$ cat config.mk
export PLATFORM = sky130hd
export DESIGN_NAME = speed_command_shaper
export DESIGN_NICKNAME = d
export VERILOG_FILES = /design/src/rtl/speed_shaper_pkg.sv /design/src/rtl/scurve_if.sv /design/src/rtl/scurve_avg.sv /design/src/rtl/speed_command_shaper.sv
export SDC_FILE = /design/constraint.sdc
export NUM_CORES = 2
export LEC_CHECK = 0
export ABC_AREA = 1
export BUFFER_PORTS_ARGS = -buffer_cell sky130_fd_sc_hd__buf_4
export CORE_MARGIN = 2
export CORE_UTILIZATION = 25
export DETAILED_ROUTE_END_ITERATION = 16
export PLACE_DENSITY = 0.48
export SYNTH_ARGS = -nofsm -noshare
export SYNTH_HDL_FRONTEND = slang
export SYNTH_SLANG_ARGS = --single-unit
$ cat constraint.sdc
create_clock -name MCLK_IN -period 6.8 [get_ports MCLK_IN]
set_input_delay 0.68 -clock MCLK_IN [delete_from_list [all_inputs] [get_ports MCLK_IN]]
set_output_delay 0.68 -clock MCLK_IN [all_outputs]
set_load 0.01 [all_outputs]
$ cat src/rtl/speed_shaper_pkg.sv
package speed_shaper_pkg;

  // Widths
  localparam int SPD_W  = 16;                    // Speed word width
  localparam int ADR_W  = 8;                     // Byte address width
  localparam int DAT_W  = 32;                    // Bus data width
  localparam int NPRE   = 8;                     // Number of presets
  localparam int PSEL_W = 3;                     // Preset select width

  // Register byte offsets
  localparam logic [ADR_W-1:0] OFS_PRESET0 = 8'h00;
  localparam logic [ADR_W-1:0] OFS_ACCEL   = 8'h20;
  localparam logic [ADR_W-1:0] OFS_DECEL   = 8'h24;
  localparam logic [ADR_W-1:0] OFS_SCURVE  = 8'h28;
  localparam logic [ADR_W-1:0] OFS_ZMODE   = 8'h2c;
  localparam logic [ADR_W-1:0] OFS_LOCK    = 8'h30;
  localparam logic [ADR_W-1:0] OFS_OVSPD   = 8'h34;
  localparam logic [ADR_W-1:0] OFS_CTRL    = 8'h38;
  localparam logic [ADR_W-1:0] OFS_STAT    = 8'h3c;
  localparam logic [ADR_W-1:0] REG_STRIDE  = 8'h04;

  // Field positions
  localparam int CTRL_USE_PRESET = 0;            // Preset source select
  localparam int CTRL_RELOAD     = 1;            // Write one to reload
  localparam int STAT_HOLD       = 0;            // Position hold active
  localparam int STAT_ZD         = 1;            // Filtered zero input
  localparam int STAT_CMD_LSB    = 16;           // Shaped command field

  // Reset values
  localparam logic [SPD_W-1:0] RST_LOCK  = 16'h001e;
  localparam logic [SPD_W-1:0] RST_OVSPD = 16'h4e20;
  localparam logic [SPD_W-1:0] RST_ZERO  = 16'h0000;

  // Zero-speed modes
  localparam logic [1:0] ZM_OFF        = 2'h0;
  localparam logic [1:0] ZM_CLAMP      = 2'h1;
  localparam logic [1:0] ZM_CLAMP_LOCK = 2'h2;
  localparam logic [1:0] ZM_LOCK       = 2'h3;

  // Timing
  localparam int CLK_HZ         = 40_000_000;    // Clock rate in Hz
  localparam int MS_PER_S       = 1000;          // Milliseconds per second
  localparam int SCURVE_UNIT_MS = 2;             // S-curve unit in ms
  localparam int SCURVE_DEPTH   = 16;            // Averaging slots
  localparam logic [31:0] RPM_PER_UNIT = 32'h0000_03e8;
  localparam logic signed [SPD_W-1:0] RAMP_STEP = 16'sh0001;

  // Hold state machine
  typedef enum logic [1:0] {
    ST_SPEED = 2'b01,
    ST_HOLD  = 2'b10
  } lock_state_t;

endpackage
$ cat src/rtl/scurve_if.sv
`timescale 1ns/1ps
`default_nettype none
interface scurve_if;
  import speed_shaper_pkg::*;
  logic signed [SPD_W-1:0] raw;                 // Linear ramp value
  logic        [9:0]       ts;                  // S-curve time, 2 ms units
  logic signed [SPD_W-1:0] smooth;              // Rounded command
  modport main (output raw, output ts, input smooth);
  modport filt (input raw, input ts, output smooth);
endinterface
`default_nettype wire

$ cat src/rtl/scurve_avg.sv
`timescale 1ns/1ps
`default_nettype none
module scurve_avg
  import speed_shaper_pkg::*;
#(
  parameter int DEPTH    = SCURVE_DEPTH,       // Power of two
  parameter int SLOT_CYC = 5000                // Cycles per slot per unit
)(
  // Clock and reset
  input wire logic clk_in,
  input wire logic rstn_in,
  // Ramp path
  scurve_if.filt   port
);
  localparam int IW = $clog2(DEPTH);
  localparam int SW = SPD_W + IW;

  logic signed [SPD_W-1:0] hist [DEPTH];       // Sample history
  logic        [IW-1:0]    idx;                // Oldest slot
  logic signed [SW-1:0]    sum;                // Running window sum
  logic        [31:0]      slot_cnt;           // Cycles within slot
  logic        [31:0]      slot_len;           // Slot length in cycles
  logic signed [SPD_W-1:0] smooth;             // Registered output

  assign slot_len    = 32'(port.ts) * 32'(SLOT_CYC);
  assign port.smooth = smooth;

  // Moving average over the S-curve time centres rounding on each corner
  always_ff @(posedge clk_in or negedge rstn_in) begin
    if (!rstn_in) begin
      for (int i = 0; i < DEPTH; i++) hist[i] <= '0;
      idx      <= '0;
      sum      <= '0;
      slot_cnt <= '0;
      smooth   <= '0;
    end else if (port.ts == '0) begin           // Bypass, keep window primed
      for (int i = 0; i < DEPTH; i++) hist[i] <= port.raw;
      sum      <= SW'(port.raw) <<< IW;
      slot_cnt <= '0;
      smooth   <= port.raw;
    end else begin
      if (slot_cnt + 32'h1 >= slot_len) begin   // Slot ends, shift in sample
        hist[idx] <= port.raw;
        sum       <= sum - SW'(hist[idx]) + SW'(port.raw);
        idx       <= idx + 1'b1;
        slot_cnt  <= '0;
      end else begin
        slot_cnt  <= slot_cnt + 32'h1;
      end
      smooth <= SPD_W'(sum >>> IW);
    end
  end
endmodule
`default_nettype wire

$ cat src/rtl/speed_command_shaper.sv
// Chosen here: the Wishbone register port and the register addresses.
`timescale 1ns/1ps
`default_nettype none
module speed_command_shaper
  import speed_shaper_pkg::*;
#(
  parameter int CYC_PER_MS = CLK_HZ / MS_PER_S,  // Cycles per millisecond
  parameter int SLOT_CYC   = (SCURVE_UNIT_MS * (CLK_HZ / MS_PER_S)) / SCURVE_DEPTH
)(
  // Clock and reset
  input  wire logic                    MCLK_IN,
  input  wire logic                    RSTN_IN,
  // Wishbone slave
  input  wire logic                    WB_CYC_IN,
  input  wire logic                    WB_STB_IN,
  input  wire logic                    WB_WE_IN,
  input  wire logic [ADR_W-1:0]        WB_ADR_IN,
  input  wire logic [3:0]              WB_SEL_IN,
  input  wire logic [DAT_W-1:0]        WB_DAT_IN,
  output logic      [DAT_W-1:0]        WB_DAT_OUT,
  output logic                         WB_ACK_OUT,
  // Host pins
  input  wire logic                    ZERO_SPEED_IN,
  input  wire logic [PSEL_W-1:0]       SPEED_SEL_IN,
  // Same-clock speed inputs
  input  wire logic signed [SPD_W-1:0] EXT_SPEED_IN,
  input  wire logic signed [SPD_W-1:0] ACTUAL_SPEED_IN,
  // Drive outputs
  output logic signed [SPD_W-1:0]      SPEED_CMD_OUT,
  output logic                         POS_HOLD_OUT,
  output logic signed [SPD_W-1:0]      POS_CMD_OUT
);

  // Magnitude of a signed speed, valid for the most negative code
  function automatic logic [SPD_W:0] mag(input logic signed [SPD_W-1:0] v);
    logic signed [SPD_W:0] e;
    e = {v[SPD_W-1], v};
    return e[SPD_W] ? (SPD_W+1)'(-e) : (SPD_W+1)'(e);
  endfunction

  // Limit a signed speed to +/- lim
  function automatic logic signed [SPD_W-1:0] limit(input logic signed [SPD_W-1:0] v,
                                                    input logic [SPD_W-1:0] lim);
    logic signed [SPD_W:0] e;
    logic signed [SPD_W:0] l;
    e = {v[SPD_W-1], v};
    l = {1'b0, lim};
    if (e > l) return SPD_W'(l);
    else if (e < -l) return SPD_W'(-l);
    else return v;
  endfunction

  // Byte-lane merge for a 16-bit register
  function automatic logic [SPD_W-1:0] wr16(input logic [SPD_W-1:0] old,
                                            input logic [DAT_W-1:0] dat,
                                            input logic [3:0]       sel);
    return {sel[1] ? dat[15:8] : old[15:8], sel[0] ? dat[7:0] : old[7:0]};
  endfunction

  // Software-side copies
  logic signed [SPD_W-1:0] sw_preset [NPRE];     // Preset speeds as written
  logic [SPD_W-1:0]        sw_accel;             // Acceleration time
  logic [SPD_W-1:0]        sw_decel;             // Deceleration time
  logic [SPD_W-1:0]        sw_scurve;            // S-curve time
  logic [1:0]              sw_zmode;             // Zero-speed mode
  logic [SPD_W-1:0]        sw_lock;              // Lock level
  logic [SPD_W-1:0]        sw_ovspd;             // Overspeed level
  logic                    use_preset;           // Preset source select
  logic                    reload;               // Reload pulse

  // Working copies
  logic signed [SPD_W-1:0] act_preset [NPRE];    // Presets in use
  logic [SPD_W-1:0]        act_accel;            // Acceleration in use
  logic [SPD_W-1:0]        act_decel;            // Deceleration in use
  logic [SPD_W-1:0]        act_scurve;           // S-curve in use
  logic [1:0]              act_zmode;            // Mode in use
  logic [SPD_W-1:0]        act_lock;             // Lock level in use
  logic [SPD_W-1:0]        act_ovspd;            // Overspeed in use

  // Bus
  logic                    wb_hit;               // New request this cycle
  logic                    wb_wr;                // Write, applied at the ack edge
  logic [DAT_W-1:0]        rd_word;              // Read mux
  logic                    wb_ack;               // Acknowledge flop
  logic [DAT_W-1:0]        wb_dat;               // Read data flop

  // Pin synchroniser
  logic [PSEL_W:0]         pin_meta;             // First stage
  logic [PSEL_W:0]         pin_s2;               // Second stage
  logic [PSEL_W:0]         pin_s3;               // Third stage
  logic [PSEL_W:0]         pin_ok;               // Agreed value
  logic                    zd;                   // Zero-speed input
  logic [PSEL_W-1:0]       psel;                 // Preset index

  // Command path
  logic signed [SPD_W-1:0] sel_cmd;              // Selected, limited command
  logic signed [SPD_W-1:0] target;               // Ramp target
  logic signed [SPD_W-1:0] ramp;                 // Linear ramp
  logic [31:0]             acc;                  // Ramp rate accumulator
  logic [31:0]             acc_next;             // Accumulator plus step
  logic [31:0]             thr_up;               // Cycles per 1000 r/min up
  logic [31:0]             thr_dn;               // Cycles per 1000 r/min down
  lock_state_t             state;                // Hold state
  lock_state_t             next_state;           // Next hold state
  logic                    clamp_on;             // Zero clamp active
  logic signed [SPD_W-1:0] speed_cmd;            // Output flop
  logic                    pos_hold;             // Output flop
  logic signed [SPD_W-1:0] pos_cmd;              // Output flop

  scurve_if sc ();

  assign wb_hit   = WB_CYC_IN && WB_STB_IN && !wb_ack;
  assign wb_wr    = WB_CYC_IN && WB_STB_IN && WB_WE_IN && wb_ack;
  assign zd       = pin_ok[PSEL_W];
  assign psel     = pin_ok[PSEL_W-1:0];
  assign acc_next = acc + RPM_PER_UNIT;
  assign thr_up   = 32'(act_accel) * 32'(CYC_PER_MS);
  assign thr_dn   = 32'(act_decel) * 32'(CYC_PER_MS);
  assign sc.raw   = ramp;
  assign sc.ts    = act_scurve[9:0];

  assign WB_ACK_OUT    = wb_ack;
  assign WB_DAT_OUT    = wb_dat;
  assign SPEED_CMD_OUT = speed_cmd;
  assign POS_HOLD_OUT  = pos_hold;
  assign POS_CMD_OUT   = pos_cmd;

  // Bus acknowledge, one cycle after the request, dropped the next cycle
  always_ff @(posedge MCLK_IN or negedge RSTN_IN) begin
    if (!RSTN_IN) begin
      wb_ack <= 1'b0;
      wb_dat <= '0;
    end else begin
      wb_ack <= wb_hit;
      if (wb_hit && !WB_WE_IN) begin
        wb_dat <= rd_word;
      end
    end
  end

  // Read decode, unmapped reads return zero
  always_comb begin
    rd_word = '0;
    if (WB_ADR_IN < OFS_ACCEL && WB_ADR_IN[1:0] == 2'h0) begin
      rd_word = DAT_W'(sw_preset[WB_ADR_IN[4:2]]);
    end else begin
      case (WB_ADR_IN)
        OFS_ACCEL:  rd_word = DAT_W'(sw_accel);
        OFS_DECEL:  rd_word = DAT_W'(sw_decel);
        OFS_SCURVE: rd_word = DAT_W'(sw_scurve);
        OFS_ZMODE:  rd_word = DAT_W'(sw_zmode);
        OFS_LOCK:   rd_word = DAT_W'(sw_lock);
        OFS_OVSPD:  rd_word = DAT_W'(sw_ovspd);
        OFS_CTRL:   rd_word[CTRL_USE_PRESET] = use_preset;
        OFS_STAT: begin
          rd_word[STAT_HOLD] = pos_hold;
          rd_word[STAT_ZD]   = zd;
          rd_word[STAT_CMD_LSB +: SPD_W] = speed_cmd;
        end
        default:    rd_word = '0;
      endcase
    end
  end

  // Preset registers, one writable copy and one working copy each
  for (genvar i = 0; i < NPRE; i++) begin : g_preset
    always_ff @(posedge MCLK_IN or negedge RSTN_IN) begin
      if (!RSTN_IN) begin
        sw_preset[i]  <= RST_ZERO;
        act_preset[i] <= RST_ZERO;
      end else begin
        if (wb_wr && WB_ADR_IN == ADR_W'(OFS_PRESET0 + REG_STRIDE * i)) begin
          sw_preset[i] <= wr16(sw_preset[i], WB_DAT_IN, WB_SEL_IN);
        end
        if (reload) begin
          act_preset[i] <= sw_preset[i];
        end
      end
    end
  end

  // Scalar parameter registers
  always_ff @(posedge MCLK_IN or negedge RSTN_IN) begin
    if (!RSTN_IN) begin
      sw_accel   <= RST_ZERO;
      sw_decel   <= RST_ZERO;
      sw_scurve  <= RST_ZERO;
      sw_zmode   <= ZM_OFF;
      sw_lock    <= RST_LOCK;
      sw_ovspd   <= RST_OVSPD;
      use_preset <= 1'b0;
      reload     <= 1'b0;
    end else begin
      reload <= wb_wr && WB_ADR_IN == OFS_CTRL && WB_SEL_IN[0] && WB_DAT_IN[CTRL_RELOAD];
      if (wb_wr) begin
        case (WB_ADR_IN)
          OFS_ACCEL:  sw_accel  <= wr16(sw_accel, WB_DAT_IN, WB_SEL_IN);
          OFS_DECEL:  sw_decel  <= wr16(sw_decel, WB_DAT_IN, WB_SEL_IN);
          OFS_SCURVE: sw_scurve <= wr16(sw_scurve, WB_DAT_IN, WB_SEL_IN);
          OFS_ZMODE:  if (WB_SEL_IN[0]) sw_zmode <= WB_DAT_IN[1:0];
          OFS_LOCK:   sw_lock   <= wr16(sw_lock, WB_DAT_IN, WB_SEL_IN);
          OFS_OVSPD:  sw_ovspd  <= wr16(sw_ovspd, WB_DAT_IN, WB_SEL_IN);
          OFS_CTRL:   if (WB_SEL_IN[0]) use_preset <= WB_DAT_IN[CTRL_USE_PRESET];
          default:    use_preset <= use_preset;
        endcase
      end
    end
  end

  // Working parameters change only on a reload, standing in for power cycling
  always_ff @(posedge MCLK_IN or negedge RSTN_IN) begin
    if (!RSTN_IN) begin
      act_accel  <= RST_ZERO;
      act_decel  <= RST_ZERO;
      act_scurve <= RST_ZERO;
      act_zmode  <= ZM_OFF;
      act_lock   <= RST_LOCK;
      act_ovspd  <= RST_OVSPD;
    end else if (reload) begin
      act_accel  <= sw_accel;
      act_decel  <= sw_decel;
      act_scurve <= sw_scurve;
      act_zmode  <= sw_zmode;
      act_lock   <= sw_lock;
      act_ovspd  <= sw_ovspd;
    end
  end

  // Pin inputs, accepted once the second and third stages agree
  always_ff @(posedge MCLK_IN or negedge RSTN_IN) begin
    if (!RSTN_IN) begin
      pin_meta <= '0;
      pin_s2   <= '0;
      pin_s3   <= '0;
      pin_ok   <= '0;
    end else begin
      pin_meta <= {ZERO_SPEED_IN, SPEED_SEL_IN};
      pin_s2   <= pin_meta;
      pin_s3   <= pin_s2;
      if (pin_s2 == pin_s3) begin
        pin_ok <= pin_s3;
      end
    end
  end

  // Source select and overspeed limit, sign kept as direction
  always_comb begin
    sel_cmd = limit(use_preset ? act_preset[psel] : EXT_SPEED_IN, act_ovspd);
    clamp_on = zd && (act_zmode == ZM_CLAMP || act_zmode == ZM_CLAMP_LOCK);
  end

  // Ramp target, forced to zero while clamped
  always_ff @(posedge MCLK_IN or negedge RSTN_IN) begin
    if (!RSTN_IN) begin
      target <= '0;
    end else begin
      target <= clamp_on ? RST_ZERO : sel_cmd;
    end
  end

  // Linear ramp, one r/min per step, rate set by the working times
  always_ff @(posedge MCLK_IN or negedge RSTN_IN) begin
    if (!RSTN_IN) begin
      ramp <= '0;
      acc  <= '0;
    end else if (target > ramp) begin
      if (act_accel == RST_ZERO) begin          // No ramp, jump
        ramp <= target;
        acc  <= '0;
      end else if (acc_next >= thr_up) begin
        ramp <= ramp + RAMP_STEP;
        acc  <= acc_next - thr_up;
      end else begin
        acc  <= acc_next;
      end
    end else if (target < ramp) begin
      if (act_decel == RST_ZERO) begin          // No ramp, jump
        ramp <= target;
        acc  <= '0;
      end else if (acc_next >= thr_dn) begin
        ramp <= ramp - RAMP_STEP;
        acc  <= acc_next - thr_dn;
      end else begin
        acc  <= acc_next;
      end
    end else begin
      acc <= '0;                                 // Settled
    end
  end

  scurve_avg #(
    .DEPTH    (SCURVE_DEPTH),
    .SLOT_CYC (SLOT_CYC)
  ) u_scurve (
    .clk_in  (MCLK_IN),
    .rstn_in (RSTN_IN),
    .port    (sc.filt)
  );

  // Hold decision
  always_comb begin
    next_state = state;
    case (state)
      ST_SPEED: begin
        if (zd && act_zmode == ZM_CLAMP_LOCK &&
            mag(ACTUAL_SPEED_IN) < {1'b0, act_lock}) begin
          next_state = ST_HOLD;
        end else if (zd && act_zmode == ZM_LOCK &&
                     mag(sel_cmd) < {1'b0, act_lock}) begin
          next_state = ST_HOLD;
        end
      end
      ST_HOLD: begin
        if (!zd || !(act_zmode == ZM_CLAMP_LOCK || act_zmode == ZM_LOCK)) begin
          next_state = ST_SPEED;
        end
      end
      default: next_state = ST_SPEED;
    endcase
  end

  // Hold state and drive outputs
  always_ff @(posedge MCLK_IN or negedge RSTN_IN) begin
    if (!RSTN_IN) begin
      state     <= ST_SPEED;
      pos_hold  <= 1'b0;
      pos_cmd   <= '0;
      speed_cmd <= '0;
    end else begin
      state     <= next_state;
      pos_hold  <= (next_state == ST_HOLD);
      pos_cmd   <= RST_ZERO;                     // Fixed zero hold target
      speed_cmd <= sc.smooth;
    end
  end
endmodule
`default_nettype wire

==> impl_metrics.csv <==
group,metric,value,unit
hold_path,min_to,"WB_ACK_OUT",
detailed_routing,wl_met3,8.31,mm
clock_network,clkTransAtPathRegs,0.06,ns
logic_synthesis,avgSynthCellArea,8.17,µm²
place,place_congestion,0.888,
pwr,vdd_drop_max,0.000234,V
sta,worst_pin_slew,1.17,ns
worst_setup_path,cp-start-kind,"flop",
global_routing,grt_usage,16.2,%
layout,layout.nets,7348,
pwr,p_leak,30.5,nW
logic_synthesis,synth_ff_type,"dfrtp_1",
floorplanning,fp-row-count,171,
sta,max_slew_margin,21.7,%
worst_setup_path,r2r-start,"act_decel[6]",
detailed_routing,vias,46600,
hold_path,hold_depth,3,
detailed_routing,first_iter_violations,3847,
logic_synthesis,async_reset_ff_share,100,%
place,dp_hpwl,128,mm
worst_setup_path,worstReg2RegEnd,"ramp[13]",
clock_network,cts_sinks,873,
clock_network,numCtsBuffers,105,
sta,hold_violations,0,
floorplanning,die_w,471,µm
hold_path,hold_path.class,"primary input to flop",
clock_network,insertion_delay,0.77,ns
sta,fin_crit,6.59,ns
floorplanning,start_util,25.1,%
logic_synthesis,ys_warn_count,0,
layout,final_cell_area,63200,µm²
layout,multi_input_area,28800,µm²
sta,worst_clock_skew,0.0670,ns
global_routing,grt_overflow_total,0,
pwr,p_per_area,278,nW/µm²
sta,slew_viol_final,0,
global_routing,grt_pass1_wl,283,mm
detailed_routing,drt_pre_antenna_iters,6,
detailed_routing,wl,185,mm
place,place.port_buffers,116,
logic_synthesis,syn_inst,6682,
detailed_routing,dr_wl_met2,87.7,mm
clock_network,clock_path_buffers,3,
worst_setup_path,crit_path_frequent_cell,"nand2_2",
flow_run,cap_viol_max_count,0,
layout,final_common_cell,"nand2_1",
worst_setup_path,crit_arrival,7.19,ns
worst_setup_path,worstPathRequired,7.40,ns
run_status,status,"finished, final reports clean",
layout,seqCellArea,21900,µm²
place,postPlaceCellArea,59000,µm²
sta,rsz0062_at_grt,"true",
floorplanning,die_h,471,µm
detailed_routing,drc,0,
floorplanning,dieArea,222000,µm²
worst_setup_path,reg2reg_slack,0.21,ns
detailed_routing,highest_layer,"met4",
global_routing,antenna_found_initial,0,
clock_network,cts-root-buf,"clkbuf_16",
clock_network,cts_tree,"yes",
logic_synthesis,synth.distinct_cells,70,
sta,max_freq,0.152,GHz
layout,synthToLayoutAreaGrowth,15.9,%
worst_setup_path,slowest_stage,"fa_1",
logic_synthesis,yosys_register_bits,873,
logic_synthesis,syn_area,54600,µm²
layout,drive_above_1_share,10.4,%
global_routing,grt_max_degree,178,
worst_setup_path,crit_path_end_kind,"flop",
detailed_routing,drt-met1-wl,83.5,mm
sta,fin_crit_sh,97.0,%
layout,fillerInstances,23200,
floorplanning,coreArea,217000,µm²
sta,setup_viol,0,
layout,mostFrequentLayoutCells,"nand2_1 (1,270), dfrtp_1 (847), nand3_1 (753)",
worst_setup_path,cp_max_fo,8,
floorplanning,ios,151,
detailed_routing,detail_route.wl_per_cell,19.0,µm
hold_path,hp-start,"WB_STB_IN",
worst_setup_path,critical_path.max_stage_delay,0.49,ns
layout,final_util,29.1,%
clock_network,htreeDepth,3,
logic_synthesis,ys_seq_area_share,40.1,%
logic_synthesis,synth-edff-count,0,
detailed_routing,ant_nets,0,
worst_setup_path,reg2reg_depth,42,
worst_setup_path,worstSetupPathType,"flop to flop",
global_routing,grt_pass1_vias,45700,
detailed_routing,via_per_inst,4.81,
stage by stage:
step | power [W] | hold WS (ns) | worst slack [ns] | std cells | TNS, ns
2_1_floorplan | 0.00983 | 0.331 | 0.157 | 6706 | 0
3_3_place_gp | 0.0115 | 0.333 | -0.246 | 9481 | -4.02
3_5_place_dp | 0.0116 | 0.335 | -0.163 | 9481 | -1.98
4_1_cts | 0.0177 | 0.156 | 0.0157 | 9683 | 0
5_1_grt | 0.0186 | 0.215 | -0.165 | 9701 | -3.57
6_report | 0.0176 | 0.191 | 0.207 | 9702 | 0
flip-flops by register name (all words and copies together), names as in the netlist, 16 cells and up:
register	count
SPEED_CMD_OUT	16
WB_DAT_OUT	32
acc	29
act_accel	16
act_decel	16
act_lock	16
act_ovspd	16
act_preset	128
ramp	16
sw_accel	16
sw_decel	16
sw_lock	16
sw_ovspd	16
sw_preset	128
sw_scurve	16
target	16
u_scurve.hist	256
u_scurve.port.smooth	16
u_scurve.slot_cnt	32
u_scurve.sum	20
cells by family after synthesis:
family | Yosys count | share of synthesized area, %
flip-flops | 873 | 40.1
multiplexers | 56 | 1.15
XOR/XNOR | 207 | 3.34
AND/OR/NAND/NOR | 2647 | 21.1
other | 1 | 0.00687
AO/OA/AOI/OAI | 1296 | 13.2
buffers and inverters | 1096 | 8.06
adder cells (fa/ha/maj) | 506 | 13.1
worst max path at each step:
stage	endpoint	slack (ns)	startpoint	depth (start not counted)
3_5_place_dp	ramp[3]	-0.16	act_decel[6]	42
6_report	ramp[13]	0.21	act_decel[6]	42
5_1_grt	ramp[3]	-0.17	act_decel[6]	39
2_1_floorplan	ramp[6]	0.16	act_decel[4]	40
3_3_place_gp	ramp[4]	-0.25	act_decel[6]	40
4_1_cts	ramp[3]	0.02	act_decel[6]	41
cell type report:
| type | count | area share, % |
|---|---|---|
| Multi-Input combinational cell | 4738 | 45.5 |
| Clock inverter | 52 | 1.07 |
| Inverter | 727 | 4.34 |
| Sequential cell | 873 | 34.6 |
| Antenna cell | 1 | 0.00396 |
| Clock buffer | 145 | 4.69 |
| Tap cell | 2854 | 5.65 |
| Timing Repair Buffer | 312 | 4.12 |
where the power goes:
part           switching, W  internal [W]  leakage (nW)
sequential         0.000562       0.00612          11.5
clock               0.00248       0.00349          1.80
combinational       0.00317       0.00174          17.2
total               0.00621        0.0113          30.5
routing by layer:
metal	global-route usage, %	up-vias
met5	0	-
met4	4.74	0
met3	1.65	237
met2	27.1	1143
met1	22.0	22900
li1	-	22400
cells in the mapped netlist, types with 13 or more instances:
library cell,count,area share [%]
a31oi_1,17,0.19
buf_6,18,0.37
a32o_1,17,0.31
o21ai_1,24,0.22
xor2_1,134,2.2
a221oi_1,18,0.29
buf_2,45,0.41
nand3_4,13,0.42
nand2_1,1287,8.9
inv_1,713,4.9
nor3_1,54,0.50
o21bai_1,14,0.19
nor4_1,16,0.18
o21ai_0,722,6.6
o211ai_1,24,0.33
buf_1,32,0.22
a22oi_1,56,0.77
nor2_1,417,2.9
o22ai_1,73,0.84
dfrtp_1,854,39
clkbuf_1,252,1.7
dfstp_2,19,0.91
nand3_1,757,6.9
xnor2_1,72,1.2
a21oi_1,272,2.5
mux2_2,54,1.1
nand4_1,53,0.61
fa_1,108,4.0
buf_4,21,0.29
ha_1,398,9.1
timing repair:
| action | 4_1_cts | 5_1_grt |
|---|---|---|
| setup endpoints to repair | 26 | 305 |
| hold buffers | 5 | 0 |
| pin swaps | 0 | 51 |
| setup buffers | 0 | 14 |
| endpoints found under the hold margin | 36 | 0 |
| cloned | 0 | 4 |
| gates resized for setup | 3 | 115 |
critical path: cells and delay by family, from the launching register on:
| family | cells | cell delay, ns |
|---|---|---|
| XOR/XNOR | 1 | 0.16 |
| flip-flops | 1 | 0.45 |
| buffers and inverters | 11 | 0.99 |
| AND/OR/NAND/NOR | 16 | 1.37 |
| AO/OA/AOI/OAI | 7 | 0.86 |
| adder cells (fa/ha/maj) | 7 | 2.58 |
Note: power is estimated with default switching activity, not from simulation.
